**src/hdl/lfs_pkg.sv**
```systemverilog
// Constants, carrier structs and state types of the line fault supervisor
`default_nettype none

package lfs_pkg;

	// ------------------------------------------------------------------
	// Timing
	// ------------------------------------------------------------------
	localparam int CLK_PERIOD_NS = 25;
	localparam int CNT_W = 24;
	localparam int BLANK_NS_0 = 128000;
	localparam int BLANK_NS_1 = 500000;
	localparam int BLANK_NS_2 = 1000000;
	localparam int BLANK_NS_3 = 5000000;
	// Retry off-times have no printed figures; plain defaults
	localparam int OFF_NS_0 = 10000000;
	localparam int OFF_NS_1 = 20000000;
	localparam int OFF_NS_2 = 40000000;
	localparam int OFF_NS_3 = 80000000;
	localparam int WAKE_NS = 80000;
	localparam int WAKE_PULSE_NS = 200000;
	localparam int HOLD_NS = 4000000;
	localparam logic [CNT_W-1:0] BLANK_CYC_0 =
		CNT_W'((BLANK_NS_0 + CLK_PERIOD_NS - 1) / CLK_PERIOD_NS);
	localparam logic [CNT_W-1:0] BLANK_CYC_1 =
		CNT_W'((BLANK_NS_1 + CLK_PERIOD_NS - 1) / CLK_PERIOD_NS);
	localparam logic [CNT_W-1:0] BLANK_CYC_2 =
		CNT_W'((BLANK_NS_2 + CLK_PERIOD_NS - 1) / CLK_PERIOD_NS);
	localparam logic [CNT_W-1:0] BLANK_CYC_3 =
		CNT_W'((BLANK_NS_3 + CLK_PERIOD_NS - 1) / CLK_PERIOD_NS);
	localparam logic [CNT_W-1:0] OFF_CYC_0 = CNT_W'(OFF_NS_0 / CLK_PERIOD_NS);
	localparam logic [CNT_W-1:0] OFF_CYC_1 = CNT_W'(OFF_NS_1 / CLK_PERIOD_NS);
	localparam logic [CNT_W-1:0] OFF_CYC_2 = CNT_W'(OFF_NS_2 / CLK_PERIOD_NS);
	localparam logic [CNT_W-1:0] OFF_CYC_3 = CNT_W'(OFF_NS_3 / CLK_PERIOD_NS);
	localparam logic [CNT_W-1:0] WAKE_CYC =
		CNT_W'((WAKE_NS + CLK_PERIOD_NS - 1) / CLK_PERIOD_NS);
	localparam logic [CNT_W-1:0] WAKE_PULSE_CYC =
		CNT_W'(WAKE_PULSE_NS / CLK_PERIOD_NS);
	localparam logic [CNT_W-1:0] HOLD_CYC =
		CNT_W'((HOLD_NS + CLK_PERIOD_NS - 1) / CLK_PERIOD_NS);

	// ------------------------------------------------------------------
	// Register map and fields
	// ------------------------------------------------------------------
	localparam logic [3:0] ADDR_CONTROL = 4'h0;
	localparam logic [3:0] ADDR_CURRENT_LIMIT = 4'h1;
	localparam logic [3:0] ADDR_ALERT_MASK = 4'h2;
	localparam logic [3:0] ADDR_INTERRUPT = 4'h3;
	localparam logic [3:0] ADDR_STATUS = 4'h4;
	localparam logic [3:0] ADDR_MODE = 4'h5;
	localparam int CTL_COMM_EN_BIT = 0;
	localparam int CTL_WAKE_DIS_BIT = 1;
	localparam int CL_SEL_LSB = 0;
	localparam int BL_SEL_LSB = 2;
	localparam int OFF_SEL_LSB = 4;
	localparam int RETRY_BIT = 6;
	// Event, mask and status order: comm, aux, wake, hot warning
	localparam int EV_COMM = 0;
	localparam int EV_AUX = 1;
	localparam int EV_WAKE = 2;
	localparam int EV_HOT = 3;
	localparam int MODE_BUCK_DIS_BIT = 0;
	localparam logic [1:0] CL_SEL_RESET = 2'h0;
	localparam logic [1:0] BL_SEL_RESET = 2'h0;
	localparam logic [1:0] OFF_SEL_RESET = 2'h0;
	localparam logic [3:0] MASK_RESET = 4'h0;

	// ------------------------------------------------------------------
	// Types
	// ------------------------------------------------------------------
	typedef enum logic [1:0] {LFS_CH_ON, LFS_CH_RETRY_OFF, LFS_CH_HOT_OFF}
		lfs_ch_e;
	typedef enum logic [1:0] {LFS_PG_FAULT, LFS_PG_RUN, LFS_PG_EXT,
		LFS_PG_HOLD} lfs_pg_e;

	typedef struct packed {
		logic [1:0] overcurrent;
		logic [1:0] driver_hot;
		logic [1:0] driver_cool;
		logic field_supply_low;
		logic five_volt_rail_low;
		logic logic_supply_low;
		logic buck_low;
		logic die_warn;
		logic die_shutdown;
		logic five_volt_external;
		logic driver_enable_in;
		logic comm_tx_level;
		logic comm_line_level;
		logic reset_pin_level;
	} lfs_sense_s;

	typedef struct packed {
		logic comm_driver_enable_bit;
		logic wake_detect_disable;
		logic [1:0] current_limit_select;
		logic [1:0] blanking_time_select;
		logic [1:0] retry_off_time_select;
		logic retry_enable;
		logic [3:0] alert_mask_reg;
		logic buck_disable;
	} lfs_regs_s;

	typedef struct packed {
		logic [1:0] drive_on;
		logic [1:0] current_limit_select;
		logic alert_n;
		logic wake_pulse_n;
		logic reset_pin_oe;
		logic regulators_enable;
		logic serial_enable;
		logic [7:0] rdata;
	} lfs_out_s;

	typedef struct packed {
		lfs_sense_s sync1;
		lfs_sense_s sync2;
		lfs_regs_s regs;
		logic [3:0] events;
		lfs_ch_e [1:0] ch_mode;
		logic [1:0][CNT_W-1:0] ch_cnt;
		lfs_pg_e pg;
		logic [CNT_W-1:0] pg_cnt;
		logic [2:0] oe_hist;
		logic tx_prev;
		logic warn_prev;
		logic [CNT_W-1:0] wake_blank;
		logic [CNT_W-1:0] wake_cnt;
		logic [CNT_W-1:0] wake_pulse;
		lfs_out_s out;
	} lfs_state_s;

endpackage

`default_nettype wire

```
**src/hdl/lfs_top.sv**
```systemverilog
// Line driver fault supervisor: overcurrent, thermal, wake and power good
`default_nettype none

module lfs_top #(
	parameter logic [3:0][lfs_pkg::CNT_W-1:0] BLANK_CYC = {
		lfs_pkg::BLANK_CYC_3, lfs_pkg::BLANK_CYC_2,
		lfs_pkg::BLANK_CYC_1, lfs_pkg::BLANK_CYC_0},
	parameter logic [3:0][lfs_pkg::CNT_W-1:0] OFF_CYC = {
		lfs_pkg::OFF_CYC_3, lfs_pkg::OFF_CYC_2,
		lfs_pkg::OFF_CYC_1, lfs_pkg::OFF_CYC_0},
	parameter logic [lfs_pkg::CNT_W-1:0] WAKE_PULSE_CYC =
		lfs_pkg::WAKE_PULSE_CYC,
	parameter logic [lfs_pkg::CNT_W-1:0] HOLD_CYC = lfs_pkg::HOLD_CYC
) (
	input wire logic clock,
	input wire logic rst_b,
	input wire lfs_pkg::lfs_sense_s sense,
	input wire logic [3:0] reg_addr,
	input wire logic [7:0] reg_wdata,
	input wire logic reg_wr,
	input wire logic reg_rd,
	output logic [7:0] reg_rdata,
	output logic comm_drive_on,
	output logic aux_drive_on,
	output logic [1:0] current_limit_select,
	output logic alert_n,
	output logic wake_pulse_n,
	output logic reset_pin_out,
	output logic reset_pin_oe,
	output logic regulators_enable,
	output logic serial_enable
);

	// ------------------------------------------------------------------
	// Reset release
	// ------------------------------------------------------------------
	logic [1:0] rst_pipe;
	logic rst_sync_b;

	always_ff @(posedge clock or negedge rst_b) begin
		if (!rst_b) begin
			rst_pipe <= 2'h0;
		end else begin
			rst_pipe <= {rst_pipe[0], 1'b1};
		end
	end

	assign rst_sync_b = rst_pipe[1];

	// ------------------------------------------------------------------
	// State update
	// ------------------------------------------------------------------
	lfs_pkg::lfs_state_s st;
	lfs_pkg::lfs_state_s next_st;
	lfs_pkg::lfs_sense_s s;
	logic uv_any;
	logic hard_fault;
	logic pin_low;
	logic reg_hold;
	logic serial_ok;
	logic ext_low;
	logic [lfs_pkg::CNT_W-1:0] blank;
	logic [lfs_pkg::CNT_W-1:0] off_time;
	logic [3:0] ev_set;
	logic [3:0] ev_clr;
	logic [3:0] alert_terms;
	logic [1:0] hot_pending;
	logic wake_cond;
	logic [lfs_pkg::CNT_W-1:0] cnt_inc;

	always_comb begin
		next_st = st;
		next_st.sync1 = sense;
		next_st.sync2 = st.sync1;
		s = st.sync2;
		ev_set = 4'h0;
		ev_clr = 4'h0;
		hot_pending = 2'h0;
		cnt_inc = '0;

		uv_any = s.field_supply_low | s.five_volt_rail_low
			| s.logic_supply_low;
		hard_fault = s.field_supply_low | s.five_volt_rail_low
			| s.buck_low | s.die_shutdown;
		pin_low = !s.reset_pin_level;
		// Registers are held during a hard fault and while the pin is low,
		// which covers die shutdown and its exit as well
		reg_hold = pin_low | hard_fault;
		serial_ok = !s.die_shutdown | s.five_volt_external;
		blank = BLANK_CYC[st.regs.blanking_time_select];
		off_time = OFF_CYC[st.regs.retry_off_time_select];

		// --------------------------------------------------------------
		// Power good and reset pin
		// --------------------------------------------------------------
		// Pin reads low for a few cycles after we let go; history of
		// our own drive keeps that from looking like an external reset
		next_st.oe_hist = {st.oe_hist[1:0], st.out.reset_pin_oe};
		ext_low = pin_low && !st.out.reset_pin_oe && st.oe_hist == 3'h0;
		case (st.pg)
			lfs_pkg::LFS_PG_FAULT: begin
				if (!hard_fault) begin
					next_st.pg = lfs_pkg::LFS_PG_RUN;
				end
			end
			lfs_pkg::LFS_PG_RUN: begin
				if (hard_fault) begin
					next_st.pg = lfs_pkg::LFS_PG_FAULT;
				end else if (ext_low) begin
					next_st.pg = lfs_pkg::LFS_PG_EXT;
				end
			end
			lfs_pkg::LFS_PG_EXT: begin
				if (hard_fault) begin
					next_st.pg = lfs_pkg::LFS_PG_FAULT;
				end else if (!pin_low) begin
					next_st.pg_cnt = '0;
					next_st.pg = st.regs.buck_disable ?
						lfs_pkg::LFS_PG_HOLD : lfs_pkg::LFS_PG_RUN;
				end
			end
			lfs_pkg::LFS_PG_HOLD: begin
				if (hard_fault) begin
					next_st.pg = lfs_pkg::LFS_PG_FAULT;
				end else if (!uv_any) begin
					next_st.pg_cnt = st.pg_cnt + 1'b1;
					if (next_st.pg_cnt >= HOLD_CYC) begin
						next_st.pg = lfs_pkg::LFS_PG_RUN;
					end
				end
			end
			default: begin
				next_st.pg = lfs_pkg::LFS_PG_FAULT;
			end
		endcase

		// --------------------------------------------------------------
		// Driver supervision, index 0 comm line, 1 aux line
		// --------------------------------------------------------------
		for (int i = 0; i < 2; i++) begin
			cnt_inc = st.ch_cnt[i] + 1'b1;
			case (st.ch_mode[i])
				lfs_pkg::LFS_CH_ON: begin
					if (s.driver_hot[i]) begin
						next_st.ch_mode[i] = lfs_pkg::LFS_CH_HOT_OFF;
						next_st.ch_cnt[i] = '0;
						ev_set[i] = 1'b1;
					end else if (s.overcurrent[i]) begin
						if (st.ch_cnt[i] < blank) begin
							next_st.ch_cnt[i] = cnt_inc;
							if (cnt_inc == blank) begin
								ev_set[i] = 1'b1;
							end
						end else if (st.regs.retry_enable) begin
							next_st.ch_mode[i] =
								lfs_pkg::LFS_CH_RETRY_OFF;
							next_st.ch_cnt[i] = '0;
						end
					end else begin
						next_st.ch_cnt[i] = '0;
					end
				end
				lfs_pkg::LFS_CH_RETRY_OFF: begin
					if (s.driver_hot[i]) begin
						next_st.ch_mode[i] = lfs_pkg::LFS_CH_HOT_OFF;
						next_st.ch_cnt[i] = '0;
						ev_set[i] = 1'b1;
					end else if (cnt_inc >= off_time) begin
						// Back on for one more blanking window
						next_st.ch_mode[i] = lfs_pkg::LFS_CH_ON;
						next_st.ch_cnt[i] = '0;
					end else begin
						next_st.ch_cnt[i] = cnt_inc;
					end
				end
				lfs_pkg::LFS_CH_HOT_OFF: begin
					if (st.ch_cnt[i] != '1) begin
						next_st.ch_cnt[i] = cnt_inc;
					end
					if (st.regs.retry_enable ? st.ch_cnt[i] >= off_time
						: s.driver_cool[i]) begin
						next_st.ch_mode[i] = lfs_pkg::LFS_CH_ON;
						next_st.ch_cnt[i] = '0;
					end
				end
				default: begin
					next_st.ch_mode[i] = lfs_pkg::LFS_CH_ON;
					next_st.ch_cnt[i] = '0;
				end
			endcase
			// Next state, so the entry cycle cannot leak an alert
			hot_pending[i] = next_st.ch_mode[i] == lfs_pkg::LFS_CH_HOT_OFF
				&& next_st.ch_cnt[i] < blank;
		end

		// --------------------------------------------------------------
		// Wake detection
		// --------------------------------------------------------------
		next_st.tx_prev = s.comm_tx_level;
		if (s.comm_tx_level != st.tx_prev) begin
			next_st.wake_blank = blank;
		end else if (st.wake_blank != '0) begin
			next_st.wake_blank = st.wake_blank - 1'b1;
		end
		wake_cond = st.out.drive_on[0]
			&& s.comm_line_level != s.comm_tx_level
			&& !st.regs.wake_detect_disable
			&& st.wake_blank == '0;
		if (wake_cond) begin
			if (st.wake_cnt < lfs_pkg::WAKE_CYC) begin
				next_st.wake_cnt = st.wake_cnt + 1'b1;
				if (next_st.wake_cnt == lfs_pkg::WAKE_CYC) begin
					next_st.wake_pulse = WAKE_PULSE_CYC;
					ev_set[lfs_pkg::EV_WAKE] = 1'b1;
				end
			end
		end else begin
			next_st.wake_cnt = '0;
		end
		if (st.wake_pulse != '0) begin
			next_st.wake_pulse = st.wake_pulse - 1'b1;
		end

		// --------------------------------------------------------------
		// Die warning
		// --------------------------------------------------------------
		next_st.warn_prev = s.die_warn;
		ev_set[lfs_pkg::EV_HOT] = s.die_warn && !st.warn_prev;

		// --------------------------------------------------------------
		// Register port
		// --------------------------------------------------------------
		next_st.out.rdata = 8'h00;
		if (reg_rd && serial_ok) begin
			case (reg_addr)
				lfs_pkg::ADDR_CONTROL: begin
					next_st.out.rdata[lfs_pkg::CTL_COMM_EN_BIT] =
						st.regs.comm_driver_enable_bit;
					next_st.out.rdata[lfs_pkg::CTL_WAKE_DIS_BIT] =
						st.regs.wake_detect_disable;
				end
				lfs_pkg::ADDR_CURRENT_LIMIT: begin
					next_st.out.rdata[lfs_pkg::CL_SEL_LSB +: 2] =
						st.regs.current_limit_select;
					next_st.out.rdata[lfs_pkg::BL_SEL_LSB +: 2] =
						st.regs.blanking_time_select;
					next_st.out.rdata[lfs_pkg::OFF_SEL_LSB +: 2] =
						st.regs.retry_off_time_select;
					next_st.out.rdata[lfs_pkg::RETRY_BIT] =
						st.regs.retry_enable;
				end
				lfs_pkg::ADDR_ALERT_MASK: begin
					next_st.out.rdata[3:0] = st.regs.alert_mask_reg;
				end
				lfs_pkg::ADDR_INTERRUPT: begin
					next_st.out.rdata[3:0] = st.events;
					ev_clr = 4'hf;
				end
				lfs_pkg::ADDR_STATUS: begin
					for (int i = 0; i < 2; i++) begin
						next_st.out.rdata[i] =
							st.ch_mode[i] == lfs_pkg::LFS_CH_HOT_OFF
							|| (st.ch_mode[i] == lfs_pkg::LFS_CH_ON
							&& s.overcurrent[i]
							&& st.ch_cnt[i] >= blank);
					end
					next_st.out.rdata[lfs_pkg::EV_HOT] = s.die_warn;
				end
				lfs_pkg::ADDR_MODE: begin
					next_st.out.rdata[lfs_pkg::MODE_BUCK_DIS_BIT] =
						st.regs.buck_disable;
				end
				default: begin
					next_st.out.rdata = 8'h00;
				end
			endcase
		end

		if (reg_hold) begin
			// Buck disable survives so the release hold can take effect
			next_st.regs.comm_driver_enable_bit = 1'b0;
			next_st.regs.wake_detect_disable = 1'b0;
			next_st.regs.current_limit_select = lfs_pkg::CL_SEL_RESET;
			next_st.regs.blanking_time_select = lfs_pkg::BL_SEL_RESET;
			next_st.regs.retry_off_time_select = lfs_pkg::OFF_SEL_RESET;
			next_st.regs.retry_enable = 1'b0;
			next_st.regs.alert_mask_reg = lfs_pkg::MASK_RESET;
			next_st.events = 4'h0;
		end else begin
			// Set wins over the clearing read
			next_st.events = (st.events & ~ev_clr) | ev_set;
			if (reg_wr && serial_ok) begin
				case (reg_addr)
					lfs_pkg::ADDR_CONTROL: begin
						next_st.regs.comm_driver_enable_bit =
							reg_wdata[lfs_pkg::CTL_COMM_EN_BIT];
						next_st.regs.wake_detect_disable =
							reg_wdata[lfs_pkg::CTL_WAKE_DIS_BIT];
					end
					lfs_pkg::ADDR_CURRENT_LIMIT: begin
						next_st.regs.current_limit_select =
							reg_wdata[lfs_pkg::CL_SEL_LSB +: 2];
						next_st.regs.blanking_time_select =
							reg_wdata[lfs_pkg::BL_SEL_LSB +: 2];
						next_st.regs.retry_off_time_select =
							reg_wdata[lfs_pkg::OFF_SEL_LSB +: 2];
						next_st.regs.retry_enable =
							reg_wdata[lfs_pkg::RETRY_BIT];
					end
					lfs_pkg::ADDR_ALERT_MASK: begin
						next_st.regs.alert_mask_reg = reg_wdata[3:0];
					end
					default: begin
						next_st.regs = st.regs;
					end
				endcase
			end
		end
		if (reg_wr && serial_ok && reg_addr == lfs_pkg::ADDR_MODE) begin
			next_st.regs.buck_disable =
				reg_wdata[lfs_pkg::MODE_BUCK_DIS_BIT];
		end

		// --------------------------------------------------------------
		// Outputs
		// --------------------------------------------------------------
		for (int i = 0; i < 2; i++) begin
			next_st.out.drive_on[i] =
				next_st.ch_mode[i] == lfs_pkg::LFS_CH_ON
				&& !uv_any && !reg_hold;
		end
		next_st.out.drive_on[0] = next_st.out.drive_on[0]
			&& s.driver_enable_in
			&& st.regs.comm_driver_enable_bit;
		next_st.out.current_limit_select =
			st.regs.current_limit_select;
		alert_terms = next_st.events & ~st.regs.alert_mask_reg;
		alert_terms[1:0] = alert_terms[1:0] & ~hot_pending;
		next_st.out.alert_n = !(|alert_terms);
		next_st.out.wake_pulse_n = next_st.wake_pulse == '0;
		next_st.out.reset_pin_oe = next_st.pg == lfs_pkg::LFS_PG_FAULT
			|| next_st.pg == lfs_pkg::LFS_PG_HOLD;
		next_st.out.regulators_enable = !s.die_shutdown;
		next_st.out.serial_enable = serial_ok;
	end

	always_ff @(posedge clock or negedge rst_sync_b) begin
		if (!rst_sync_b) begin
			st <= '0;
			st.sync1.reset_pin_level <= 1'b1;
			st.sync2.reset_pin_level <= 1'b1;
			st.out.alert_n <= 1'b1;
			st.out.wake_pulse_n <= 1'b1;
			st.out.reset_pin_oe <= 1'b1;
			st.out.regulators_enable <= 1'b1;
			st.out.serial_enable <= 1'b1;
			st.oe_hist <= 3'h7;
		end else begin
			st <= next_st;
		end
	end

	assign reg_rdata = st.out.rdata;
	assign comm_drive_on = st.out.drive_on[0];
	assign aux_drive_on = st.out.drive_on[1];
	assign current_limit_select = st.out.current_limit_select;
	assign alert_n = st.out.alert_n;
	assign wake_pulse_n = st.out.wake_pulse_n;
	assign reset_pin_out = 1'b0;
	assign reset_pin_oe = st.out.reset_pin_oe;
	assign regulators_enable = st.out.regulators_enable;
	assign serial_enable = st.out.serial_enable;

endmodule

`default_nettype wire
```
**config.mk**
```make
export PLATFORM = sky130hd
export DESIGN_NAME = lfs_top
export DESIGN_NICKNAME = d
export VERILOG_FILES = /design/src/hdl/lfs_pkg.sv /design/src/hdl/lfs_top.sv
export SDC_FILE = /design/constraint.sdc
export NUM_CORES = 1
export LEC_CHECK = 0
export BUFFER_PORTS_ARGS = -buffer_cell sky130_fd_sc_hd__buf_2
export CAP_MARGIN = 20
export CELL_PAD_IN_SITES_DETAIL_PLACEMENT = 1
export CELL_PAD_IN_SITES_GLOBAL_PLACEMENT = 1
export CORE_MARGIN = 2
export CORE_UTILIZATION = 45
export DETAILED_ROUTE_END_ITERATION = 16
export PLACE_DENSITY_LB_ADDON = 0.25
export SETUP_SLACK_MARGIN = 0.2
export SKIP_LAST_GASP = 1
export SYNTH_ARGS = -nofsm -noshare
export SYNTH_HDL_FRONTEND = slang
export SYNTH_SLANG_ARGS = --single-unit
```
**constraint.sdc**
```tcl
create_clock -name clock -period 9.1 [get_ports clock]
set_input_delay 0.455 -clock clock [delete_from_list [all_inputs] [get_ports clock]]
set_output_delay 0.455 -clock clock [all_outputs]
set_load 0.01 [all_outputs]
```
==> results of run 1 <==
[layout make-up]
type                       instances  area, um^2  area share
multi-input combinational       1202        7884      0.5059
sequential                       225        5647      0.3624
clock buffer                      33       716.9     0.04601
tap                              396       495.5     0.03180
timing repair buffer              63       367.9     0.02361
clock inverter                    15       242.7     0.01558
inverter                          61       229.0     0.01469
[how the worst min path moves through the flow]
stage | endpoint | cells after the start | slack, ns
after detailed placement | rst_pipe[0] | 1 | 0.25
after floorplan | rst_pipe[0] | 0 | 0.16
final | next_st[206] | 1 | 0.02
after global placement | rst_pipe[0] | 1 | 0.24
after CTS | next_st[201] | 1 | 0.001
after global routing | next_st[203] | 1 | 0.002
[per-stage QoR]
step | total power [mW] | area [um^2] | utilization | std cells
after CTS | 2.573 | 15570 | 0.5078 | 1994
final | 2.548 | 15580 | 0.5081 | 1995
after floorplan | 1.302 | 14060 | - | 1557
after detailed placement | 1.391 | 14570 | 0.4752 | 1942
after global routing | 2.654 | 15580 | 0.5081 | 1995
after global placement | 1.376 | 14570 | 0.4752 | 1942
[per-layer routing]
layer / track usage / share of wire / up-vias
met5: 0 / 0 / -
met3: 0.04173 / 0.053 / 68
met4: 0.06774 / 0.024 / 0
met1: 0.3684 / 0.46 / 6335
li1: - / - / 5716
met2: 0.4237 / 0.47 / 277
[cells in the mapped netlist (4+ instances only)]
library cell	number
dfrtp_1	215
nor2_1	146
nand2_1	121
o21ai_0	114
ha_1	109
nand3_1	73
a21oi_1	69
inv_1	60
nor3_1	59
xnor2_1	55
clkbuf_1	54
nand4_1	41
xor2_1	35
nor4_1	34
or3_1	28
and3_1	22
and2_1	20
a31oi_1	19
a21o_1	18
nor2b_1	17
mux2i_1	15
nand2b_1	15
or4_1	15
o31ai_1	13
buf_4	11
a211oi_1	10
dfstp_2	10
o211ai_1	10
a22o_1	9
and4_1	9
o2111ai_1	8
or2_2	7
nor3b_1	6
nor4b_1	6
nand3b_1	5
o21bai_1	5
a2111o_1	4
a2111oi_0	4
a211o_1	4
a22oi_1	4
a32oi_1	4
nand4b_1	4
o21a_1	4
[state kept, by name, summed over array words and instances, names as in the netlist]
signal and flops:
rst_pipe 2, st 169, alert_n 1, serial_enable 1
current_limit_select 2, aux_drive_on 1, comm_drive_on 1, reset_pin_oe 1
regulators_enable 1, wake_pulse_n 1, s 15, reg_rdata 7
next_st 23
[report_power, final]
part           switching, mW  internal [mW]
logic                  0.167         0.0988
clock network          0.442          0.728
registers             0.0646           1.05
[kinds of logic after synthesis]
| group | share of synthesized area |
|---|---|
| compound gates | 0.1534 |
| xor+xnor | 0.05607 |
| fa+ha+maj | 0.09702 |
| buf+inv | 0.03801 |
| flops | 0.4014 |
| mux | 0.01549 |
| other cells | 0.0005342 |
| simple gates | 0.2381 |
[what timing repair did]
item	4_1_cts	5_1_grt
hold buffers	4	1
hold endpoints to repair	5	1
resized for setup	0	0
==> out/results.txt, run 1 <==
Status: finished clean
Final Hold Fails: 0
Root Buffer: clkbuf_16
# DRC: 0
Syn. warnings: 0
GRT Overall Usage: 0.2626
Crit-path slowest cell: nor3_1
# diodes: 0
EDFF count, synth: 0
Clk slew on worst S/H paths: 0.06 ns
Fillers: 3508
Port-buffer cells: 47
Initial antenna violation count: 0
Overflow after GRT: 0
R2R cell count: 25
Peak supply drop: 120.5 uV
Ys async rst share: 1.000
Initial Util: 0.4583
Site Rows: 64
WP buf/inv: 0
Vias/cell: 6.214
H-tree lvl count: 1
1st-iter DRT viols: 827
WL/cell: 21.61 um
Worst setup path endpoint: alert_n
R2r startpoint: st[145]
Worst slew margin: 0.3093
Final period utilization: 0.7825
Worst Setup Slack, final: 1.980 ns
Seq cells post-synth: 225
Area delta synth->final: 10.85%
CTS Buf Count: 26
Area contributors post-synth: dfrtp_1 (38%), ha_1 (9.7%), o21ai_0 (4.1%), nor2_1 (3.9%), xnor2_1 (3.4%)
DIE AREA: 32670 um^2
Vias in the first global route: 12840
R2R Setup Slk: 1.98 ns
Distinct cells, synth: 82
Hold_sp: sense[16]
Final wirelength: 43100 um
Crit-path leading delay family: simple AND/OR/NAND/NOR gates
DR vias: 12400
Drt pass-1 iters: 4
Fin crit period: 7.120 ns
Nets: 1721
Layout cell share with drive strength beyond 1: 0.08630
FMAX: 0.1404 GHz
Dpl hpwl: 31520 um
Die H: 180.7 um
RePlAce Congestion: 0.9110
Leak: 7.157 nW
Clock skew: 0.01624 ns
Place WS: 2.231 ns
Top_reg_cell synth: dfrtp_1
First-pass GRT wire length: 70190 um
Core Footprint: 30670 um^2
Crit path launch: st[145]
Clock Tree Buf Depth: 3
MaxCap Viol Count: 0
Worst min-delay path class: input pin to flop
Final hold slack: 0.01877 ns
Commonest cells after routing, fill and taps aside: dfrtp_1 (214), nor2_1 (146), nand2_1 (121), o21ai_0 (114), ha_1 (109)
RSZ-0062 raised after global routing: false
CP Class: flop to flop
Crit path max fanout: 11
Setup TNS: 0 ns
Clock latency on the worst-skew pair: 0.54 ns
CTS tree: yes
Routed Antenna Nets: 0
Cell depth of the worst setup path: 25
Clock Sinks: 225
Largest net degree at the start of global routing: 71
Syn Area/Cell: 9.034 um^2
Synth Instances: 1556
Reg2reg end: alert_n
CP max stage delay: 0.74 ns
Final-report setup violation count: 0
Max-slew violation count: 0
Crit start category: flop
Endpoint type of the worst setup path: flop
CP arrival: 7.58 ns
Worst-Margin Slew: 1.010 ns
Post-CTS Setup Repair Bufs: 0
Mapped Area: 14060 um^2
CP most frequent cell: nand4_1
Boundary Pins: 51
Yosys top cell area share: 0.3827
Critical path required time: 9.56 ns
PwrDens: 163.5 nW/um^2
Register area share after synthesis: 0.4014
Most common cell after layout, fill and taps aside: dfrtp_1
Area leader, netlist: dfrtp_1
Die Wd: 180.7 um
(Power assumes the default switching activity.)
==> inputs of run 2 (changes only) <==
clock period = 7.14 ns   (was 9.1 ns; I/O delays follow)
==> run 2 against run 1 <==
Compared with the run above: fmax increased by 11%; wire length is 2.8% higher; sequential share of layout area decreased by 0.66 points; worst hold slack better by 0.087 ns; clock skew increased by 0.0041 ns; core utilization up 0.94 points; largest cell class unchanged; worst setup slack lost 1.2 ns; final cell count up 1.6%; non-clock buffer count up 28; register-to-register slack worse by 1.2 ns; power is 29% higher.
==> out/results.txt, run 2 (synthesized netlist as in run 1, its figures left out) <==
WL/cell: 21.87 um (was 21.61 um)
Routed Antenna Nets: 0 (unchanged)
Initial antenna violation count: 0 (unchanged)
R2r startpoint: st[149] (was st[145])
GRT Overall Usage: 0.2730 (was 0.2626)
RePlAce Congestion: 0.9113 (was 0.9110)
Boundary Pins: 51 (unchanged)
Layout cell share with drive strength beyond 1: 0.09387 (was 0.08630)
Nets: 1751 (was 1721)
CTS tree: yes (unchanged)
Commonest cells after routing, fill and taps aside: dfrtp_1 (214), nor2_1 (146), nand2_1 (121), o21ai_0 (114), ha_1 (109) (unchanged)
PwrDens: 207.5 nW/um^2 (was 163.5 nW/um^2)
Psw: 870.8 uW (was 673.2 uW)
Dpl cell area: 14690 um^2 (was 14570 um^2)
Max reg flops: 169 (unchanged)
Register Area: 5647 um^2 (unchanged)
Dpl hpwl: 31690 um (was 31520 um)
Die H: 180.7 um (unchanged)
Port-buffer cells: 47 (unchanged)
RSZ-0062 raised after global routing: false (unchanged)
R2R Setup Slk: 0.73 ns (was 1.98 ns)
H-tree lvl count: 1 (unchanged)
Crit path max fanout: 12 (was 11)
Site Rows: 64 (unchanged)
Clock power share: 0.464 (was 0.459)
Die Wd: 180.7 um (unchanged)
Peak supply drop: 166.7 uV (was 120.5 uV)
Clock skew: 0.02032 ns (was 0.01624 ns)
Status: finished clean (unchanged)
Final Non-Filler Cells: 2026 (was 1995)
CTS Buf Count: 28 (was 26)
Clock Tree Buf Depth: 3 (unchanged)
# DRC: 0 (unchanged)
R2R cell count: 25 (unchanged)
Final period utilization: 0.8974 (was 0.7825)
Clk slew on worst S/H paths: 0.06 ns (about the same)
# diodes: 0 (unchanged)
First-pass GRT wire length: 72210 um (was 70190 um)
Critical path required time: 7.60 ns (was 9.56 ns)
Final instance area: 15870 um^2 (was 15580 um^2)
FMAX: 0.1561 GHz (was 0.1404 GHz)
Worst min-delay path class: input pin to flop (unchanged)
Max-slew violation count: 0 (unchanged)
Most common cell after layout, fill and taps aside: dfrtp_1 (unchanged)
Hold Path Depth: 2 (was 1)
Worst setup path endpoint: alert_n (unchanged)
Crit start category: flop (unchanged)
MaxCap Viol Count: 0 (unchanged)
Vias in the first global route: 13060 (was 12840)
Leak: 7.301 nW (was 7.157 nW)
DIE AREA: 32670 um^2 (unchanged)
Crit path launch: st[149] (was st[145])
Clock latency on the worst-skew pair: 0.56 ns (was 0.54 ns)
Multi-input gate area: 7889 um^2 (was 7884 um^2)
Vias/cell: 6.176 (was 6.214)
Reg2reg end: alert_n (unchanged)
Total Power: 3.294 mW (was 2.548 mW)
Final core occ: 0.5175 (was 0.5081)
Fin crit period: 6.407 ns (was 7.120 ns)
CP Class: flop to flop (unchanged)
CP arrival: 6.87 ns (was 7.58 ns)
Internal Power: 2.423 mW (was 1.875 mW)
Worst-Margin Slew: 1.070 ns (was 1.010 ns)
Area delta synth->final: 12.90% (was 10.85%)
DR vias: 12510 (was 12400)
1st-iter DRT viols: 864 (was 827)
Core Footprint: 30670 um^2 (unchanged)
Setup TNS: 0 ns (unchanged)
Fillers: 3554 (was 3508)
Endpoint type of the worst setup path: flop (unchanged)
Largest net degree at the start of global routing: 169 (was 71)
Comb pwr share: 0.105 (was 0.104)
Sequential Power Share: 0.431 (was 0.437)
Overflow after GRT: 0 (unchanged)
Most flops, register: st (unchanged)
Sw frac: 0.2644 (was 0.2642)
Final wirelength: 44310 um (was 43100 um)
Placed cell count: 1956 (was 1942)
Clock Sinks: 225 (unchanged)
Final Hold Fails: 0 (unchanged)
Root Buffer: clkbuf_16 (unchanged)
Final-report setup violation count: 0 (unchanged)
Worst slew margin: 0.2683 (was 0.3093)
Initial Util: 0.4583 (unchanged)
Drt pass-1 iters: 5 (was 4)
==> run 2: worst max-delay path: stages, from the launching register on <==
cell and delay (ns):
dfrtp_1 0.60, nand4_1 0.38, or4_1 0.65, nor2_1 0.18, and3_1 0.20, xor2_1 0.38
ha_1 0.21, nand4_1 0.09, nor2_1 0.14, nand4_1 0.14, a2111o_1 0.42, a211oi_2 0.36
or2_2 0.19, nor2_1 0.04, o21ai_0 0.19, o21ai_0 0.20, ha_1 0.35, a21o_1 0.14
nand2_1 0.09, nand2_1 0.13, nand3b_1 0.09, a211oi_1 0.30, a311oi_1 0.09, a2111o_1 0.41
nand4_1 0.18, a32oi_1 0.14
==> run 2: how the worst min path moves through the flow <==
stage / start / end / slack, ns
2_1_floorplan: rst_b / rst_pipe[0] / 0.06
3_3_place_gp: rst_b / rst_pipe[0] / 0.14
3_5_place_dp: rst_b / rst_pipe[0] / 0.14
4_1_cts: reg_addr[3] / reg_rdata[3] / 0.08
5_1_grt: reg_addr[3] / reg_rdata[3] / 0.1
6_report: reg_addr[3] / reg_rdata[3] / 0.11
==> run 2: layer usage <==
| metal | vias to the layer above | wire, um | global-route usage |
|---|---|---|---|
| met5 | - | 83 | 0.01926 |
| met1 | 6331 | 19870 | 0.3761 |
| met3 | 83 | 2196 | 0.03386 |
| met2 | 306 | 20920 | 0.4479 |
| met4 | 2 | 1245 | 0.08323 |
| li1 | 5790 | - | - |
==> run 2: power groups by stage <==
| stage | sequential [mW] | clock [mW] | combinational [mW] |
|---|---|---|---|
| 3_3_place_gp | 1.44 | 0 | 0.322 |
| 4_1_cts | 1.42 | 1.55 | 0.347 |
| 2_1_floorplan | 1.42 | 0 | 0.239 |
| 3_5_place_dp | 1.44 | 0 | 0.332 |
| 5_1_grt | 1.43 | 1.61 | 0.388 |
| 6_report | 1.42 | 1.53 | 0.346 |
==> run 2: cell type report <==
class                   instances  share of cell area
flip-flops and latches        225              0.3558
well taps                     396             0.03122
clock buffers                  40             0.05014
multi-input cells            1202              0.4971
clock inverters                11             0.01222
repair buffers                 91             0.03910
inverters                      61             0.01443
==> run 2: timing repair <==
| item | 4_1_cts | 5_1_grt |
|---|---|---|
| endpoints found under the hold margin | 19 | 0 |
| gates resized for setup | 0 | 1 |
| setup endpoints to repair | 0 | 1 |
| hold buffers | 18 | 0 |
| setup buffers | 0 | 0 |
==> run 2: metrics by stage <==
stage | hold slack, ns | setup slack (ns)
5_1_grt | 0.09902 | 0.3349
3_5_place_dp | 0.1446 | 0.8714
2_1_floorplan | 0.06141 | 0.4231
6_report | 0.1059 | 0.7328
3_3_place_gp | 0.1424 | 1.058
4_1_cts | 0.07667 | 0.7207
